<file path="src/hdl/pmsc_pkg.sv">
// Shared constants and helpers of the power-management status and control block
package pmsc_pkg;

  // Bus geometry
  localparam int unsigned ADDR_W = 4;
  localparam int unsigned DATA_W = 32;
  localparam int unsigned REG_W  = 8;
  localparam int unsigned IRQ_W  = 2;

  // Byte offsets of the registers
  localparam logic [ADDR_W-1:0] OFS_CTRL     = 4'h0;
  localparam logic [ADDR_W-1:0] OFS_IRQ_STAT = 4'h4;
  localparam logic [ADDR_W-1:0] OFS_IRQ_MASK = 4'h8;

  // Field positions of the control register
  localparam int unsigned BIT_WARN_FLAG = 7;
  localparam int unsigned BIT_WARN_ACK  = 6;
  localparam int unsigned BIT_DET_SEL   = 5;
  localparam int unsigned BIT_WARN_SEL  = 4;
  localparam int unsigned BIT_PPD_FLAG  = 3;
  localparam int unsigned BIT_PPD_ACK   = 2;
  localparam int unsigned BIT_MODE      = 0;

  // Field positions of the interrupt status and mask registers
  localparam int unsigned IRQ_WARN = 0;
  localparam int unsigned IRQ_PPD  = 1;

  // Reset values
  localparam logic             RST_BIT  = 1'b0;
  localparam logic [IRQ_W-1:0] RST_IRQ  = 2'h0;
  localparam logic             RST_WAIT = 1'b1;

  // Bus handshake states
  typedef enum logic {
    PMSC_BUS_IDLE,
    PMSC_BUS_ANSWER
  } pmsc_bus_t;

  // Address match against one register offset
  function automatic logic addr_hit(input logic [ADDR_W-1:0] addr,
                                    input logic [ADDR_W-1:0] ofs);
    return addr == ofs;
  endfunction

endpackage

</file>
<file path="src/hdl/pmsc_top.sv">
// Power-management status and control register with Avalon-MM access
//
// The Avalon-MM interface to the registers and the address map are this design's own decisions.
module pmsc_top (
  // Clock and power-on reset
  input  wire logic                          clk,
  input  wire logic                          rst_n,
  // Any other reset, synchronous pulse or level
  input  wire logic                          sys_rst_req,
  // Avalon-MM slave
  input  wire logic [pmsc_pkg::ADDR_W-1:0]   avs_address,
  input  wire logic                          avs_read,
  input  wire logic                          avs_write,
  input  wire logic [pmsc_pkg::DATA_W/8-1:0] avs_byteenable,
  input  wire logic [pmsc_pkg::DATA_W-1:0]   avs_writedata,
  output logic      [pmsc_pkg::DATA_W-1:0]   avs_readdata,
  output logic                               avs_waitrequest,
  // Comparator and power controller inputs
  input  wire logic                          supply_below_warn,
  input  wire logic                          ppd_wake,
  // Threshold and stop mode controls
  output logic                               detect_threshold_select,
  output logic                               warning_threshold_select,
  output logic                               deep_stop_mode_select,
  // Interrupt
  output logic                               irq
);
  import pmsc_pkg::*;

  localparam int unsigned PAD_CTRL = DATA_W - REG_W;
  localparam int unsigned PAD_IRQ  = DATA_W - IRQ_W;

  logic              warn_lvl;
  logic              wake_lvl;
  logic              req_start;
  logic              acc_rd;
  logic              acc_wr;
  logic              wr_ctl;
  logic              wr_mask;
  logic              rd_stat;
  logic              rd_ctl_start;
  logic              wake_rise;
  logic              wd_ack;
  logic              wd_det;
  logic              wd_wsel;
  logic              wd_ppd_ack;
  logic              wd_mode;
  logic              flag_ff;
  logic              nxt_flag;
  logic              det_ff;
  logic              nxt_det;
  logic              wsel_ff;
  logic              nxt_wsel;
  logic              ppd_ff;
  logic              nxt_ppd;
  logic              mode_ff;
  logic              nxt_mode;
  logic              lock_ff;
  logic              nxt_lock;
  logic              wake_prev_ff;
  logic [IRQ_W-1:0]  stat_ff;
  logic [IRQ_W-1:0]  nxt_stat;
  logic [IRQ_W-1:0]  mask_ff;
  logic [IRQ_W-1:0]  nxt_mask;
  logic [IRQ_W-1:0]  snap_ff;
  logic [IRQ_W-1:0]  nxt_snap;
  logic [IRQ_W-1:0]  events;
  logic              irq_ff;
  logic              nxt_irq;
  logic [REG_W-1:0]  ctrl_view;
  logic [DATA_W-1:0] rdata_ff;
  logic [DATA_W-1:0] nxt_rdata;

  // Comparator and wake inputs cross into the clock domain
  pmsc_sync3 #(
    .W (2)
  ) u_sync (
    .clk       (clk),
    .rst_n     (rst_n),
    .async_in  ({ppd_wake, supply_below_warn}),
    .level_out ({wake_lvl, warn_lvl})
  );

  // Bus handshake
  pmsc_avmm u_avmm (
    .clk             (clk),
    .rst_n           (rst_n),
    .avs_read        (avs_read),
    .avs_write       (avs_write),
    .avs_waitrequest (avs_waitrequest),
    .req_start       (req_start),
    .acc_rd          (acc_rd),
    .acc_wr          (acc_wr)
  );

  // Decoded strobes and write data fields
  assign wr_ctl       = acc_wr && avs_byteenable[0] && addr_hit(avs_address, OFS_CTRL);
  assign wr_mask      = acc_wr && avs_byteenable[0] && addr_hit(avs_address, OFS_IRQ_MASK);
  assign rd_stat      = acc_rd && addr_hit(avs_address, OFS_IRQ_STAT);
  assign rd_ctl_start = req_start && avs_read && addr_hit(avs_address, OFS_CTRL);
  assign wake_rise    = wake_lvl && !wake_prev_ff;
  assign wd_ack       = avs_writedata[BIT_WARN_ACK];
  assign wd_det       = avs_writedata[BIT_DET_SEL];
  assign wd_wsel      = avs_writedata[BIT_WARN_SEL];
  assign wd_ppd_ack   = avs_writedata[BIT_PPD_ACK];
  assign wd_mode      = avs_writedata[BIT_MODE];

  // Control register next state
  always_comb begin
    nxt_flag = flag_ff;
    nxt_det  = det_ff;
    nxt_wsel = wsel_ff;
    nxt_ppd  = ppd_ff;
    nxt_mode = mode_ff;
    nxt_lock = lock_ff;
    if (sys_rst_req) begin
      nxt_flag = RST_BIT;
      nxt_ppd  = RST_BIT;
      nxt_mode = RST_BIT;
      nxt_lock = RST_BIT;
    end else begin
      if (wr_ctl) begin
        nxt_det  = wd_det;
        nxt_wsel = wd_wsel;
        if (wd_ack && !warn_lvl) begin
          nxt_flag = 1'b0;
        end
        if (wd_ppd_ack) begin
          nxt_ppd = 1'b0;
        end
        if (!lock_ff) begin
          nxt_mode = wd_mode;
          nxt_lock = 1'b1;
        end
      end
      // Hardware set wins over any acknowledge
      if (warn_lvl) begin
        nxt_flag = 1'b1;
      end
      if (wake_rise) begin
        nxt_ppd = 1'b1;
      end
    end
  end

  // Interrupt status, mask and read capture next state
  always_comb begin
    events           = '0;
    events[IRQ_WARN] = nxt_flag && !flag_ff;
    events[IRQ_PPD]  = nxt_ppd && !ppd_ff;
    nxt_stat         = stat_ff;
    nxt_mask         = mask_ff;
    nxt_snap         = snap_ff;
    if (rd_stat) begin
      nxt_stat = stat_ff & ~snap_ff;
    end
    nxt_stat = nxt_stat | events;
    if (wr_mask) begin
      nxt_mask = avs_writedata[IRQ_W-1:0];
    end
    if (sys_rst_req) begin
      nxt_stat = RST_IRQ;
      nxt_mask = RST_IRQ;
    end
    nxt_irq = |(nxt_stat & nxt_mask);
    // Control view: reserved and acknowledge bits read zero
    ctrl_view                = '0;
    ctrl_view[BIT_WARN_FLAG] = flag_ff;
    ctrl_view[BIT_DET_SEL]   = det_ff;
    ctrl_view[BIT_WARN_SEL]  = wsel_ff;
    ctrl_view[BIT_PPD_FLAG]  = ppd_ff;
    ctrl_view[BIT_MODE]      = mode_ff;
    nxt_rdata                = rdata_ff;
    if (req_start && avs_read) begin
      nxt_rdata = '0;
      if (addr_hit(avs_address, OFS_CTRL)) begin
        nxt_rdata = {{PAD_CTRL{1'b0}}, ctrl_view};
      end else if (addr_hit(avs_address, OFS_IRQ_STAT)) begin
        nxt_rdata = {{PAD_IRQ{1'b0}}, stat_ff};
        nxt_snap  = stat_ff;
      end else if (addr_hit(avs_address, OFS_IRQ_MASK)) begin
        nxt_rdata = {{PAD_IRQ{1'b0}}, mask_ff};
      end
    end
  end

  // Register all state; power-on reset clears everything
  always_ff @(posedge clk or negedge rst_n) begin
    if (!rst_n) begin
      flag_ff      <= RST_BIT;
      det_ff       <= RST_BIT;
      wsel_ff      <= RST_BIT;
      ppd_ff       <= RST_BIT;
      mode_ff      <= RST_BIT;
      lock_ff      <= RST_BIT;
      wake_prev_ff <= RST_BIT;
      stat_ff      <= RST_IRQ;
      mask_ff      <= RST_IRQ;
      snap_ff      <= RST_IRQ;
      irq_ff       <= RST_BIT;
      rdata_ff     <= '0;
    end else begin
      flag_ff      <= nxt_flag;
      det_ff       <= nxt_det;
      wsel_ff      <= nxt_wsel;
      ppd_ff       <= nxt_ppd;
      mode_ff      <= nxt_mode;
      lock_ff      <= nxt_lock;
      wake_prev_ff <= wake_lvl;
      stat_ff      <= nxt_stat;
      mask_ff      <= nxt_mask;
      snap_ff      <= nxt_snap;
      irq_ff       <= nxt_irq;
      rdata_ff     <= nxt_rdata;
    end
  end

  // Outputs straight from flops
  assign avs_readdata             = rdata_ff;
  assign detect_threshold_select  = det_ff;
  assign warning_threshold_select = wsel_ff;
  assign deep_stop_mode_select    = mode_ff;
  assign irq                      = irq_ff;
endmodule

</file>
<file path="src/hdl/pmsc_sync3.sv">
// Three-stage input synchroniser with agreement filter
module pmsc_sync3 #(
  parameter int unsigned W = 2
) (
  // Clock and reset
  input  wire logic         clk,
  input  wire logic         rst_n,
  // Asynchronous inputs and filtered levels
  input  wire logic [W-1:0] async_in,
  output logic      [W-1:0] level_out
);
  import pmsc_pkg::*;

  logic [W-1:0] s1_ff;
  logic [W-1:0] s2_ff;
  logic [W-1:0] s3_ff;
  logic [W-1:0] out_ff;
  logic [W-1:0] nxt_out;

  // Level moves only once stages two and three agree
  always_comb begin
    nxt_out = (~(s2_ff ^ s3_ff) & s3_ff) | ((s2_ff ^ s3_ff) & out_ff);
  end

  // Synchroniser chain
  always_ff @(posedge clk or negedge rst_n) begin
    if (!rst_n) begin
      s1_ff  <= '0;
      s2_ff  <= '0;
      s3_ff  <= '0;
      out_ff <= '0;
    end else begin
      s1_ff  <= async_in;
      s2_ff  <= s1_ff;
      s3_ff  <= s2_ff;
      out_ff <= nxt_out;
    end
  end

  assign level_out = out_ff;

endmodule

</file>
<file path="src/hdl/pmsc_avmm.sv">
// Avalon-MM handshake: one wait cycle, then a one-cycle answer
module pmsc_avmm (
  // Clock and reset
  input  wire logic clk,
  input  wire logic rst_n,
  // Bus request
  input  wire logic avs_read,
  input  wire logic avs_write,
  output logic      avs_waitrequest,
  // Strobes to the register file
  output logic      req_start,
  output logic      acc_rd,
  output logic      acc_wr
);
  import pmsc_pkg::*;

  pmsc_bus_t state_ff;
  pmsc_bus_t nxt_state;
  logic      wait_ff;
  logic      nxt_wait;

  // Request seen in idle, answered in the next cycle
  always_comb begin
    nxt_state = state_ff;
    case (state_ff)
      PMSC_BUS_IDLE: begin
        if (avs_read || avs_write) begin
          nxt_state = PMSC_BUS_ANSWER;
        end
      end
      PMSC_BUS_ANSWER: begin
        nxt_state = PMSC_BUS_IDLE;
      end
      default: begin
        nxt_state = PMSC_BUS_IDLE;
      end
    endcase
    nxt_wait = (nxt_state != PMSC_BUS_ANSWER);
  end

  // Handshake state
  always_ff @(posedge clk or negedge rst_n) begin
    if (!rst_n) begin
      state_ff <= PMSC_BUS_IDLE;
      wait_ff  <= RST_WAIT;
    end else begin
      state_ff <= nxt_state;
      wait_ff  <= nxt_wait;
    end
  end

  // Strobes for capture and for the accepting edge
  assign req_start       = (avs_read || avs_write) && (state_ff == PMSC_BUS_IDLE);
  assign acc_rd          = avs_read && (state_ff == PMSC_BUS_ANSWER);
  assign acc_wr          = avs_write && (state_ff == PMSC_BUS_ANSWER);
  assign avs_waitrequest = wait_ff;

endmodule

</file>
<file path="config.mk">
export PLATFORM = sky130hd
export DESIGN_NAME = pmsc_top
export DESIGN_NICKNAME = d
export VERILOG_FILES = /design/src/hdl/pmsc_pkg.sv /design/src/hdl/pmsc_top.sv /design/src/hdl/pmsc_sync3.sv /design/src/hdl/pmsc_avmm.sv
export SDC_FILE = /design/constraint.sdc
export NUM_CORES = 1
export LEC_CHECK = 0
export BUFFER_PORTS_ARGS = -buffer_cell sky130_fd_sc_hd__buf_2
export CAP_MARGIN = 20
export CORE_MARGIN = 2
export CORE_UTILIZATION = 46
export DETAILED_ROUTE_END_ITERATION = 10
export PLACE_DENSITY = 0.9
export SYNTH_ARGS = -nofsm -noshare
export SYNTH_HDL_FRONTEND = slang
export SYNTH_SLANG_ARGS = --single-unit
</file>
<file path="constraint.sdc">
create_clock -name clk -period 3.97 [get_ports clk]
set_input_delay 0.794 -clock clk [delete_from_list [all_inputs] [get_ports clk]]
set_output_delay 0.794 -clock clk [all_outputs]
set_load 0.05 [all_outputs]
</file>
==> flow_results.org <==
** Status
- The flow ran to the end, and the final reports show no timing, DRC or antenna violations.

** Die
- Count of boundary I/O pins :: 84
- Overall die area :: between 0.003 and 0.004 sq mm
- The initialized floorplan defines 20 standard-cell rows.
- After floorplanning, the core was sized to cover roughly 0.0030 sq mm.
- Die span in x :: a little under 60 um
- Initial core utilization :: 0.472
- Die Y-Extent :: between 50 and 60 um

** Clocking
- TritonCTS built the clock tree.
- The tree built by TritonCTS fans out to 30 sinks.
- For this design, the CTS-stage hold fixing added 0 buffers.
- Number of setup buffers added after CTS :: 0
- Skew-Pair Late Insertion Delay :: around 0.32 ns
- Clk slew on worst S/H paths :: roughly 0.09 ns
- The tree is rooted in a clkbuf_4.
- The longest clock path from root to sink contains 2 buffers.
- After clock tree synthesis, the repair step resized 0 gates.
- H-tree level count :: 2
- Buffers inserted during clock tree synthesis total 5.

** Routing
- Average detailed-routed wire length per instance :: 12.5 um
- Total routed wirelength :: 2360 um
- The detail route stage leaves a number of antenna-violating nets equal to 0.
- Iter 0 DRT Violations :: 19
- Number of vias in the routed layout :: 933
- Post-detailed-route via-to-cell ratio :: just under 5
- Number of remaining DRC errors :: 0
- Router iterations before antenna repair :: 4

** Synthesis
- Seq cells post-synth :: 30
- The synthesized netlist contains 31 unique library cells.
- After synthesis the cells add up to 0.00141 sq mm.
- Cell types occupying the most area after synthesis :: dfrtp_1, buf_4, nor4b_4
- The most used flip-flop cell after synthesis is dfrtp_1.
- In the synthesized netlist the async set-or-reset flop fraction comes to 1.00.
- Each instance of the synthesized netlist takes up on average 11.4 sq um.
- Of the post-synthesis cell area, the dominant cell type holds 0.516.
- Cell count after synthesis :: 123
- Fraction of the yosys area taken by sequential cells :: 0.535
- Synth warn :: 0
- Number of synthesized flops with an enable pin :: 0
- Dominant cell type by area after synthesis :: dfrtp_1

** STA
- Hold violation count in the final report :: 0
- In this run the tightest slew margin relative to its limit is 0.528.
- Across all setup checks in the final design, the least slack found is 2.09 ns.
- Final count of pins violating max slew :: 0
- Fin Setup TNS :: 0 ns
- For the pin with the worst max-slew slack, the measured transition is 0.702 ns.
- Based on the critical path, the design can be clocked at up to 0.533 GHz.
- Final-report setup violation count :: 0
- Setup repair after global routing left no endpoint under its margin.
- Final period utilization :: 0.473
- For the final database, setup skew stands at 0.00581 ns.
- After layout, the minimum clock period comes to 1.88 ns.

** Layout
- Relative to the synthesized area, the layout overhead comes to 9.43%.
- Share of cells above drive strength 1 :: 0.301
- Post-route cell area :: 0.00154 sq mm
- Fill cell instance count of the final layout :: 280
- Utilization of the core after routing :: 0.517
- Layout Nets :: 202
- Number of diodes :: 0

** Placed design
- Final HPWL DP :: 1790 um
- Input and output buffers added on the ports amount to 28.
- Routability-driven placement finished with a final weighted congestion of 0.819.
- In this run the cell area measured after placement is around 0.0015 sq mm.
- Post-placement setup slack :: 1.80 ns

** GRT
- Met1 Resource Use GR :: 0.181
- Across every metal layer, demand over resource in global routing totals 0.151.
- Met3 track utilization from global routing :: 0.0786
- First-pass GRT wire length :: 3740 um
- Peak-usage layer in the global routing report :: met2
- For met2 alone, demand over resource in global routing was 0.229.
- Overflow left after global routing :: 0
- Maximum number of pins on one net before global-route repair :: 31
- The number of antenna violations at the first check in global routing came to 0.
- The number of global-route vias before repair came to 827.

** Worst setup path
- Launch point of the worst reg-to-reg path :: u_avmm.state_ff
- The setup path with the least slack is of type flip-flop to output port.
- Maximum fanout along the worst path :: 1
- The critical path goes through buf_2.
- In this run the register-to-register setup slack is 2.54 ns.
- At the worst endpoint, the arrival time is ~1.1 ns.
- Critical Path Source :: u_avmm.avs_waitrequest
- Worst reg-to-reg path cell count :: 4
- Delay-heaviest family, CP :: flip-flops
- The endpoint identified for the worst register-to-register timing path is irq.
- Largest stage delay, worst path :: 0.52 ns
- Required @ worst endpoint :: 3.18 ns
- Together, buffers and inverters on the worst path number 1.
- The worst setup path is launched from a flip-flop.
- Cell type of the slowest stage on the worst timing path :: dfstp_2
- The worst setup path is captured at an output port.

** Pwr
- For this design the ratio of total power to cell area is 436 mW/mm^2.
- Summed over all cells, the static leakage comes to 0.783 nW.
- The worst-case IR drop observed on VDD is 0.218 mV.

** Min path
- Min-Delay Startpoint :: u_sync.s1_ff[1]
- The path class of the tightest hold or removal check is flip-flop to flip-flop.
- Worst hold path stage count :: 0
- The path with the worst hold slack has its endpoint at u_sync.s2_ff[1].

** Run
- The tool flagged a number of max-cap violations equal to 0.
worst max path at each step:
stage | to | slack, ns | cells after the start
3_3_place_gp | detect_threshold_select | 1.84 | 4
2_1_floorplan | detect_threshold_select | 2.02 | 3
4_1_cts | avs_waitrequest | 2.08 | 1
5_1_grt | avs_waitrequest | 2.04 | 1
6_report | avs_waitrequest | 2.09 | 1
3_5_place_dp | warning_threshold_select | 1.80 | 4
layer usage:
metal  part of all wire  wire [um]  vias up
li1                   -          -      435
met1               0.44       1040      452
met2               0.49       1150       44
met3              0.065        153        2
met4             0.0072         17        0
met5                  0          0        -
through the flow:
step / hold WS [ns] / power, mW / std cells
after detailed placement: 0.341 / 0.490 / 181
after floorplan: 0.331 / 0.475 / 148
final: 0.359 / 0.671 / 189
after CTS: 0.362 / 0.677 / 189
after global routing: 0.364 / 0.706 / 189
after global placement: 0.334 / 0.487 / 181
Yosys cell counts, types with 2 or more instances:
| library cell | number |
|---|---|
| a21oi_1 | 4 |
| a221oi_1 | 2 |
| a22o_1 | 2 |
| buf_4 | 26 |
| clkbuf_1 | 2 |
| dfrtp_1 | 29 |
| inv_1 | 2 |
| maj3_1 | 2 |
| mux2_2 | 4 |
| nand2_1 | 10 |
| nand2b_1 | 4 |
| nand3_1 | 6 |
| nand4_1 | 2 |
| nand4b_1 | 2 |
| nor2_1 | 7 |
| nor2b_1 | 3 |
| nor4b_4 | 2 |
kinds of logic (layout without fill, tap and decap cells):
group,Yosys count,after routing,synth area share
simple gates,43,43,0.202
mux,5,5,0.0391
compound gates,12,12,0.0578
flops,30,30,0.535
other cells,1,26,0.00267
buf+inv,30,38,0.149
fa+ha+maj,2,2,0.0142
power breakdown:
| part | internal, mW | switching (mW) |
|---|---|---|
| logic | 0.0293 | 0.113 |
| clock network | 0.0857 | 0.101 |
| registers | 0.328 | 0.0140 |
| total | 0.443 | 0.228 |
flip-flops by register name, summed over array words and instances (netlist names), 2 cells and up, named ones only:
signal / count
mask_ff: 2
u_sync.s3_ff: 2
snap_ff: 2
u_sync.s2_ff: 2
u_sync.s1_ff: 2
stat_ff: 2
avs_readdata: 6
worst register-to-register path: cells and delay by family (launching register included):
kind	cells	cell delay (ns)
compound gates	2	0.36
flops	1	0.45
simple gates	2	0.51
cells in the final DEF, fill, tap and decap left out, types with 3 or more instances in the layout:
cell type / n
nor2b_1: 3
nand3_1: 6
buf_2: 28
nand2_1: 10
nand2b_1: 4
a21oi_1: 4
clkbuf_4: 5
dfrtp_1: 29
nor2_1: 7
mux2_2: 4
conb_1: 26
layout make-up:
class	count	area (sq um)	share of cell area
sequential	30	752	0.489
multi-input combinational	88	538	0.350
timing repair buffer	28	140	0.0911
clock buffer	7	55.1	0.0358
tap	33	41.3	0.0268
inverter	2	7.51	0.00488
clock inverter	1	5.00	0.00325
Power figures use the tool's default switching activity.
